**config.mk**
```make
export PLATFORM = sky130hd
export DESIGN_NAME = scd_decoder
export DESIGN_NICKNAME = d
export VERILOG_FILES = /design/src/common/scd_pkg.sv /design/src/core/scd_decoder.sv /design/src/core/scd_strap_filt.sv
export VERILOG_INCLUDE_DIRS = /design/src /design/src/common
export SDC_FILE = /design/constraint.sdc
export NUM_CORES = 1
export LEC_CHECK = 0
export ABC_CLOCK_PERIOD_IN_PS = 2600
export BUFFER_PORTS_ARGS = -buffer_cell sky130_fd_sc_hd__buf_4
export CAP_MARGIN = 20
export CORE_AREA = 2 2 136 205
export CTS_CLUSTER_SIZE = 10
export DETAILED_ROUTE_END_ITERATION = 8
export DIE_AREA = 0 0 138 207
export GPL_TIMING_DRIVEN = 0
export HOLD_SLACK_MARGIN = 0.06
export PLACE_DENSITY = 0.77
export SLEW_MARGIN = 10
export SYNTH_ARGS = -nofsm -noshare
export SYNTH_HDL_FRONTEND = slang
export SYNTH_HIERARCHICAL = 1
export SYNTH_SLANG_ARGS = --single-unit
```
**constraint.sdc**
```tcl
create_clock -name CLK_SYS -period 2.6 [get_ports CLK_SYS]
set_input_delay 0.39 -clock CLK_SYS [delete_from_list [all_inputs] [get_ports CLK_SYS]]
set_output_delay 0.39 -clock CLK_SYS [all_outputs]
set_load 0.005 [all_outputs]
```
**src/common/scd_params.svh**
```systemverilog
// constants for the strap configuration decoder
`ifndef SCD_PARAMS_SVH
`define SCD_PARAMS_SVH

// register byte offsets
`define SCD_OFS_CTRL 8'h00
`define SCD_OFS_STATUS 8'h04
`define SCD_OFS_IDENT_LO 8'h08
`define SCD_OFS_IDENT_HI 8'h0c
`define SCD_OFS_ADS_LO 8'h10
`define SCD_OFS_ADS_HI 8'h14
`define SCD_OFS_LBL353 8'h18

// control fields and reset value
`define SCD_CTRL_EN08 0
`define SCD_CTRL_EN05 1
`define SCD_CTRL_RST 2'h3

// status field positions
`define SCD_ST_CAT 0
`define SCD_ST_SETB 3
`define SCD_ST_CFG 4
`define SCD_ST_ILL 6
`define SCD_ST_AIR 7
`define SCD_ST_STALE 8

// output word label 353 (octal) and its illegal-configuration bit 13
`define SCD_LBL353_LABEL 8'heb
`define SCD_LBL353_ILL_BIT 13

// mode s reply format and surveillance register numbers
`define SCD_DF20 5'h14
`define SCD_BDS_08 8'h08
`define SCD_BDS_05 8'h05

// type codes placed ahead of the category in the 0,8 reply
`define SCD_TC_SET_A 5'h04
`define SCD_TC_SET_B 5'h03

// illegal configuration code
`define SCD_CFG_ILLEGAL 2'h3

// strap filter time and clock rate
`define SCD_CLK_MHZ 200
`define SCD_DEB_NS 1000
`define SCD_DEB_CYC ((`SCD_DEB_NS * `SCD_CLK_MHZ + 999) / 1000)

// primary data refresh limit: 1 s
`define SCD_REFRESH_MS 1000
`define SCD_REFRESH_CYC (`SCD_REFRESH_MS * `SCD_CLK_MHZ * 1000)
`define SCD_AGE_MAX 28'hfffffff

`endif

```
**src/common/scd_pkg.sv**
```systemverilog
// types for the strap configuration decoder
package scd_pkg;

  // reply sequencer, gray coded along idle -> build -> send
  typedef enum logic [1:0] {
    SCD_IDLE = 2'b00,
    SCD_BUILD = 2'b01,
    SCD_SEND = 2'b11
  } scd_reply_e;

  typedef logic [55:0] scd_mb_t;
  typedef logic [27:0] scd_age_t;

endpackage

```
**src/core/scd_decoder.sv**
```systemverilog
// strap decoder with mode s reply gating and status registers
//
// The address map and strobed register access were decided locally.
`include "scd_params.svh"
module scd_decoder
  import scd_pkg::*;
#(
  parameter int REFRESH_CYC = `SCD_REFRESH_CYC
) (
  input wire logic CLK_SYS,
  input wire logic ARST_N,
  input wire logic TYPE_SET_N,
  input wire logic CAT_LO_N,
  input wire logic CAT_MID_N,
  input wire logic CAT_HI_N,
  input wire logic CONFIG_STRAP_LO_N,
  input wire logic CONFIG_STRAP_HI_N,
  input wire logic AIR_GND1_N,
  input wire logic AIR_GND2_N,
  input wire logic [7:0] ADDR,
  input wire logic [31:0] WDATA,
  input wire logic WR,
  input wire logic RD,
  output logic [31:0] RDATA,
  input wire logic MS_REQ,
  input wire logic [7:0] MS_BDS,
  output logic REPLY_VALID,
  output logic [4:0] REPLY_DF,
  output logic [55:0] REPLY_MB,
  output logic [2:0] CATEGORY,
  output logic TYPE_SET_B,
  output logic [1:0] CONFIG_SEL,
  output logic CONFIG_ILLEGAL,
  output logic AIRBORNE,
  output logic [31:0] LBL353_WORD
);

  localparam scd_age_t REFRESH = scd_age_t'(REFRESH_CYC);

  // configuration code 3 is the one illegal selection
  function automatic logic cfg_bad(input logic [1:0] cfg);
    return cfg == `SCD_CFG_ILLEGAL;
  endfunction

  // filtered straps, bit order: ag2 ag1 cfg_hi cfg_lo cat_hi cat_mid cat_lo set
  logic [7:0] act;

  scd_strap_filt #(.W(8)) u_filt (
    .clk(CLK_SYS),
    .arst_n(ARST_N),
    .pins_n({AIR_GND2_N, AIR_GND1_N, CONFIG_STRAP_HI_N, CONFIG_STRAP_LO_N,
             CAT_HI_N, CAT_MID_N, CAT_LO_N, TYPE_SET_N}),
    .active(act)
  );

  // ---------------- strap decode ----------------
  logic [2:0] cat_q, cat_d;
  logic set_b_q, set_b_d;
  logic [1:0] cfg_q, cfg_d;
  logic ill_q, ill_d;
  logic air_q, air_d;
  logic [31:0] lbl_q, lbl_d;

  // category is the binary weight of the straps; the set strap picks the table
  always_comb begin
    set_b_d = act[0];
    cat_d = {act[3], act[2], act[1]};
    cfg_d = {act[5], act[4]};
    ill_d = cfg_bad(cfg_d);
    air_d = ~(act[6] | act[7]);
    lbl_d = 32'h0;
    lbl_d[7:0] = `SCD_LBL353_LABEL;
    lbl_d[`SCD_LBL353_ILL_BIT] = ill_d;
  end

  always_ff @(posedge CLK_SYS or negedge ARST_N) begin
    if (!ARST_N) begin
      cat_q <= 3'h0;
      set_b_q <= 1'b0;
      cfg_q <= 2'h0;
      ill_q <= 1'b0;
      air_q <= 1'b1;
      lbl_q <= {24'h0, `SCD_LBL353_LABEL};
    end else begin
      cat_q <= cat_d;
      set_b_q <= set_b_d;
      cfg_q <= cfg_d;
      ill_q <= ill_d;
      air_q <= air_d;
      lbl_q <= lbl_d;
    end
  end

  assign CATEGORY = cat_q;
  assign TYPE_SET_B = set_b_q;
  assign CONFIG_SEL = cfg_q;
  assign CONFIG_ILLEGAL = ill_q;
  assign AIRBORNE = air_q;
  assign LBL353_WORD = lbl_q;

  // ---------------- software registers ----------------
  logic [1:0] ctrl_q, ctrl_d;
  logic [47:0] ident_q, ident_d;
  scd_mb_t ads_q, ads_d;
  scd_age_t age_q, age_d;
  logic stale;
  logic [31:0] rdata_q, rdata_d;
  logic [31:0] status;

  // writing the upper primary word marks the whole set as refreshed
  always_comb begin
    ctrl_d = ctrl_q;
    ident_d = ident_q;
    ads_d = ads_q;
    age_d = age_q;
    if (age_q < REFRESH) begin
      age_d = age_q + scd_age_t'(1);
    end
    if (WR) begin
      unique case (ADDR)
        `SCD_OFS_CTRL: ctrl_d = WDATA[1:0];
        `SCD_OFS_IDENT_LO: ident_d[31:0] = WDATA;
        `SCD_OFS_IDENT_HI: ident_d[47:32] = WDATA[15:0];
        `SCD_OFS_ADS_LO: ads_d[31:0] = WDATA;
        `SCD_OFS_ADS_HI: begin
          ads_d[55:32] = WDATA[23:0];
          age_d = '0;
        end
        default: ;
      endcase
    end
  end

  always_ff @(posedge CLK_SYS or negedge ARST_N) begin
    if (!ARST_N) begin
      ctrl_q <= `SCD_CTRL_RST;
      ident_q <= 48'h0;
      ads_q <= 56'h0;
      age_q <= `SCD_AGE_MAX;
    end else begin
      ctrl_q <= ctrl_d;
      ident_q <= ident_d;
      ads_q <= ads_d;
      age_q <= age_d;
    end
  end

  // data older than the refresh limit is treated as absent
  assign stale = age_q >= REFRESH;

  always_comb begin
    status = 32'h0;
    status[`SCD_ST_CAT +: 3] = cat_q;
    status[`SCD_ST_SETB] = set_b_q;
    status[`SCD_ST_CFG +: 2] = cfg_q;
    status[`SCD_ST_ILL] = ill_q;
    status[`SCD_ST_AIR] = air_q;
    status[`SCD_ST_STALE] = stale;
  end

  // read data appear only in the cycle after the strobe; unmapped reads zero
  always_comb begin
    rdata_d = 32'h0;
    if (RD) begin
      unique case (ADDR)
        `SCD_OFS_CTRL: rdata_d = {30'h0, ctrl_q};
        `SCD_OFS_STATUS: rdata_d = status;
        `SCD_OFS_IDENT_LO: rdata_d = ident_q[31:0];
        `SCD_OFS_IDENT_HI: rdata_d = {16'h0, ident_q[47:32]};
        `SCD_OFS_ADS_LO: rdata_d = ads_q[31:0];
        `SCD_OFS_ADS_HI: rdata_d = {8'h0, ads_q[55:32]};
        `SCD_OFS_LBL353: rdata_d = lbl_q;
        default: rdata_d = 32'h0;
      endcase
    end
  end

  always_ff @(posedge CLK_SYS or negedge ARST_N) begin
    if (!ARST_N) begin
      rdata_q <= 32'h0;
    end else begin
      rdata_q <= rdata_d;
    end
  end

  assign RDATA = rdata_q;

  // ---------------- mode s reply sequencer ----------------
  scd_reply_e st_q, st_d;
  logic is08_q, is08_d;
  logic vld_q, vld_d;
  logic [4:0] df_q, df_d;
  scd_mb_t mb_q, mb_d;
  logic take08, take05;

  // requests for disabled or unknown registers draw no reply
  assign take08 = MS_REQ && MS_BDS == `SCD_BDS_08 && ctrl_q[`SCD_CTRL_EN08];
  assign take05 = MS_REQ && MS_BDS == `SCD_BDS_05 && ctrl_q[`SCD_CTRL_EN05];

  // the mb field is latched from the decoded straps one cycle after the
  // request, so a strap change mid-request cannot tear the reply
  always_comb begin
    st_d = st_q;
    is08_d = is08_q;
    vld_d = 1'b0;
    df_d = df_q;
    mb_d = mb_q;
    unique case (st_q)
      SCD_IDLE: begin
        if (take08 || take05) begin
          is08_d = take08;
          st_d = SCD_BUILD;
        end
      end
      SCD_BUILD: begin
        df_d = `SCD_DF20;
        if (is08_q) begin
          mb_d = {set_b_q ? `SCD_TC_SET_B : `SCD_TC_SET_A, cat_q, ident_q};
        end else begin
          mb_d = stale ? 56'h0 : ads_q;
        end
        vld_d = 1'b1;
        st_d = SCD_SEND;
      end
      SCD_SEND: begin
        st_d = SCD_IDLE;
      end
      default: begin
        st_d = SCD_IDLE;
      end
    endcase
  end

  always_ff @(posedge CLK_SYS or negedge ARST_N) begin
    if (!ARST_N) begin
      st_q <= SCD_IDLE;
      is08_q <= 1'b0;
      vld_q <= 1'b0;
      df_q <= 5'h0;
      mb_q <= 56'h0;
    end else begin
      st_q <= st_d;
      is08_q <= is08_d;
      vld_q <= vld_d;
      df_q <= df_d;
      mb_q <= mb_d;
    end
  end

  assign REPLY_VALID = vld_q;
  assign REPLY_DF = df_q;
  assign REPLY_MB = mb_q;

endmodule

```
**src/core/scd_strap_filt.sv**
```systemverilog
// two-flop synchroniser and stability filter for ground/open straps
`include "scd_params.svh"
module scd_strap_filt #(
  parameter int W = 8
) (
  input wire logic clk,
  input wire logic arst_n,
  input wire logic [W-1:0] pins_n,
  output logic [W-1:0] active
);

  localparam int CW = 8;
  localparam logic [CW-1:0] DEB = CW'(`SCD_DEB_CYC);

  genvar i;
  generate
    for (i = 0; i < W; i++) begin : g_bit
      logic s1_q, s2_q, act_q, act_d;
      logic [CW-1:0] cnt_q, cnt_d;

      // a grounded pin reads low, so the filtered level is inverted
      always_comb begin
        cnt_d = cnt_q;
        act_d = act_q;
        if (~s2_q == act_q) begin
          cnt_d = '0;
        end else if (cnt_q == DEB - CW'(1)) begin
          act_d = ~s2_q;
          cnt_d = '0;
        end else begin
          cnt_d = cnt_q + CW'(1);
        end
      end

      // s1 is read only by s2; pins start as open
      always_ff @(posedge clk or negedge arst_n) begin
        if (!arst_n) begin
          s1_q <= 1'b1;
          s2_q <= 1'b1;
          act_q <= 1'b0;
          cnt_q <= '0;
        end else begin
          s1_q <= pins_n[i];
          s2_q <= s1_q;
          act_q <= act_d;
          cnt_q <= cnt_d;
        end
      end

      assign active[i] = act_q;
    end
  endgenerate

endmodule

```
==> results.cfg <==
[outcome]
status = finished clean

[worst_hold_path]
worst_hold_path_type = in -> reg
hold_end = ads_q[36]
holdCritStartpoint = WDATA[4]
hold_depth = 3

[floorplanning]
die_height_um = 207
row_count = 74
floorplan.io_pins = 195
core-area_sq_um = 26900
initial_core_util_pct = 55.3
floorplan.die_area_sq_um = 28600
floorplan.die.width_um = 138

[timing]
fin_skew_ns = 0.0168
finalMaxSlewViolations = 0
timing.final.hold_violations = 0
worstMarginPinSlew_ns = 1.11
final_worst_path_cycle_share_pct = 91.2
max-slew-margin-rel_pct = 26.0
report.final.setup_viol = 0
fmaxAchievable_mhz = 422
fin_worst_hold_slack_ns = 0.0862
period_needed_ns = 2.37
grt_setup_unrepaired = false

[pwr]
cellLeakagePower_nw = 8.18
power_density_nw_per_um2 = 704
vdd_drop_max_uv = 511

[job]
drv_cap = 0

[global_routing]
grt_first_pass_wirelength_um = 63800
grt_antenna_before_repair = 1
number_of_global_route_vias_before_repair = 12300
gr-usage-all-layers_pct = 27.8
global_route.overflow_total = 0
maximum_number_of_pins_on_one_net_before_global_route_repair = 115

[setup_path]
path_class = reg -> reg
crit-reg2reg-launch = st_q[1]
critical_path.reg2reg.endpoint = REPLY_MB[17]
worst_setup_path_end_kind = flip-flop
crit_arrival_ns = 2.73
kind_of_launch_point_of_the_worst_setup_path = flip-flop
r2r.worst_path.cells = 5
critical_path_peak_fanout = 10
flop_to_flop_setup_slack_ns = 0.23
required_ns = 2.96

[route]
drt-met1-wl_um = 14500
wl_per_cell_um = 19.9
routed_wl_um = 39900
post_drt_via_cell_ratio = 5.92
drt-pass1-iter-count = 8
met2WireLength_um = 20200
ant_nets = 0
dr.max_layer_used = met5
vias = 11900
route.detailed.drc = 0
drtIter0Drc = 993
met3_wire_length_um = 2860

[cells_and_area]
design_area_sq_um = 17900
multi_input_area_sq_um = 6060
layout.nets = 1719
final_layout_size_suffix_gt1_share_pct = 26.3
final-seq-area_sq_um = 8140
layoutNonFillerInstCount = 2005
n_antenna_cell = 0
filler_cell_count = 2111
area_growth_syn_to_layout_pct = 20.5

[synthesis]
synth_enable_flop_cells = 0
cell_accounting_for_the_most_synthesized_area = sky130_fd_sc_hd__dfrtp_1
yosysSeqAreaShare_pct = 54.9
synthDistinctLibCells = 72
syn_avg_cell_area_sq_um = 10.6
netlist_instances = 1397
synthTopCellsByArea = sky130_fd_sc_hd__dfrtp_1, sky130_fd_sc_hd__dfstp_2, sky130_fd_sc_hd__mux2_2
synthFlopType = sky130_fd_sc_hd__dfrtp_1
ffs_w_async_s_r_synth_pct = 100
yosys_warnings = 6
yosys-top-cells-count = sky130_fd_sc_hd__dfrtp_1, sky130_fd_sc_hd__nand2_1, sky130_fd_sc_hd__nor2_1, sky130_fd_sc_hd__mux2_2, sky130_fd_sc_hd__nand3_1
synth_top_area_share_pct = 46.5
ys_seq_elements = 323
synthMostInstantiatedCell = sky130_fd_sc_hd__dfrtp_1
syn_area_sq_um = 14800

[clock_network]
clk_pin_slew_ns = 0.06
total_clock_buffers_created_by_cts = 38
cts.repair.resized = 0
cts_tree = done
clockBufferDepth = 3
cts_htree_levels = 2
clock_latency_ns = 0.53
tritoncts_num_sinks = 323
root_buffer = sky130_fd_sc_hd__clkbuf_16

[place]
place.port_buffers = 159
placedCellCount = 1933
detailedPlacementHpwl_um = 27900
placement.cell_area_sq_um = 16700
globalplace.congestion = 0.945
through the flow:
step / TNS, ns / utilization [%] / setup slack (ns) / power [mW]
floorplan: 0 / - / 0.707 / 6.99
global placement: -498.68 / 61.8 / -1.74 / 7.67
detailed placement: 0 / 62.1 / 0.152 / 7.76
CTS: 0 / 66.6 / 0.270 / 12.6
global route: 0 / 66.6 / 0.128 / 13.1
finish: 0 / 66.6 / 0.228 / 12.6
state kept, by name (all words and copies together) (netlist names), 2 cells and up:
register and flops:
u_filt/g_bit.act_q 8, u_filt/g_bit.cnt_q 64, CATEGORY 3, ctrl_q 2
ident_q 48, u_filt/g_bit.s1_q 8, age_q 28, REPLY_MB 56
ads_q 56, RDATA 32, CONFIG_SEL 2, st_q 2
u_filt/g_bit.s2_q 8
where the power goes:
part / internal [mW] / total [mW] / switching [mW]
combinational: 0.727 / 1.70 / 0.970
clock: 2.88 / 4.85 / 1.96
sequential: 5.60 / 6.03 / 0.433
total: 9.21 / 12.6 / 3.37
final cells by class:
| type | instances | share of cell area, % |
|---|---|---|
| plain buffers | 113 | 3.69 |
| clock buffers | 62 | 6.18 |
| clock inverters | 1 | 0.0490 |
| inverters | 27 | 0.567 |
| multi-input cells | 966 | 33.9 |
| flip-flops and latches | 323 | 45.5 |
| well taps | 342 | 2.39 |
| repair buffers | 171 | 7.69 |
placed cells by master, fill, tap and decap left out, types with 5 or more instances in the layout:
| cell | synthesis | routed |
|---|---|---|
| sky130_fd_sc_hd__nand3_1 | 72 | 72 |
| sky130_fd_sc_hd__nand2_1 | 166 | 166 |
| sky130_fd_sc_hd__clkbuf_1 | 32 | 53 |
| sky130_fd_sc_hd__inv_1 | 26 | 26 |
| sky130_fd_sc_hd__or3_1 | 35 | 35 |
| sky130_fd_sc_hd__a22o_1 | 13 | 13 |
| sky130_fd_sc_hd__buf_2 | 29 | 29 |
| sky130_fd_sc_hd__mux2i_1 | 9 | 9 |
| sky130_fd_sc_hd__nor4_1 | 6 | 6 |
| sky130_fd_sc_hd__o21ai_0 | 47 | 47 |
| sky130_fd_sc_hd__mux2_2 | 80 | 80 |
| sky130_fd_sc_hd__a31oi_1 | 58 | 58 |
| sky130_fd_sc_hd__conb_1 | 2 | 34 |
| sky130_fd_sc_hd__a21o_1 | 9 | 9 |
| sky130_fd_sc_hd__or4_1 | 7 | 7 |
| sky130_fd_sc_hd__xnor2_1 | 17 | 17 |
| sky130_fd_sc_hd__xor2_1 | 19 | 19 |
| sky130_fd_sc_hd__clkbuf_16 | 0 | 41 |
| sky130_fd_sc_hd__dfrtp_1 | 276 | 276 |
| sky130_fd_sc_hd__nor2_1 | 129 | 129 |
| sky130_fd_sc_hd__nand4_1 | 17 | 17 |
| sky130_fd_sc_hd__ha_1 | 18 | 18 |
| sky130_fd_sc_hd__nor3_1 | 9 | 9 |
| sky130_fd_sc_hd__dlygate4sd3_1 | 0 | 9 |
| sky130_fd_sc_hd__nand3b_1 | 33 | 33 |
| sky130_fd_sc_hd__a221oi_1 | 6 | 6 |
| sky130_fd_sc_hd__o31ai_1 | 12 | 12 |
| sky130_fd_sc_hd__dfstp_2 | 47 | 47 |
| sky130_fd_sc_hd__a22oi_1 | 24 | 24 |
| sky130_fd_sc_hd__nor2b_1 | 5 | 5 |
| sky130_fd_sc_hd__a21oi_1 | 51 | 51 |
| sky130_fd_sc_hd__and3_1 | 8 | 8 |
| sky130_fd_sc_hd__and2_1 | 8 | 8 |
| sky130_fd_sc_hd__buf_4 | 45 | 203 |
repair_timing:
item                      in CTS  in global routing
hold buffers                   9                  0
hold endpoints to repair      47                  0
buffers inserted               0                  0
kinds of logic after synthesis:
family / after synthesis / share of synthesized area (%)
simple gates: 530 / 17.9
fa+ha+maj: 18 / 1.52
xor+xnor: 36 / 2.12
compound gates: 255 / 11.3
buf+inv: 140 / 5.13
mux: 93 / 7.13
flops: 323 / 54.9
other cells: 2 / 0.0506
critical path: stages (launching register included):
cell and delay, ns:
sky130_fd_sc_hd__dfrtp_1 0.41, sky130_fd_sc_hd__nor2b_1 0.13, sky130_fd_sc_hd__clkbuf_1 0.37, sky130_fd_sc_hd__clkbuf_1 0.55
sky130_fd_sc_hd__clkbuf_1 0.56, sky130_fd_sc_hd__a31oi_1 0.18
worst max path at each step:
stage	start	to	slack, ns	depth (start not counted)
floorplan	ADDR[3]	ident_q[37]	0.71	7
global placement	ARST_N	ads_q[16]	-1.74	1
detailed placement	ADDR[3]	RDATA[5]	0.15	6
CTS	st_q[1]	REPLY_MB[44]	0.27	5
global route	st_q[1]	REPLY_MB[45]	0.13	5
finish	st_q[1]	REPLY_MB[17]	0.23	5
metal layers:
| layer | vias up | track usage (%) |
|---|---|---|
| met5 | - | 0 |
| met4 | 2 | 16.0 |
| met3 | 154 | 4.76 |
| met2 | 530 | 49.0 |
| met1 | 5796 | 32.0 |
| li1 | 5387 | - |
Note: power is estimated with default switching activity, not from simulation.
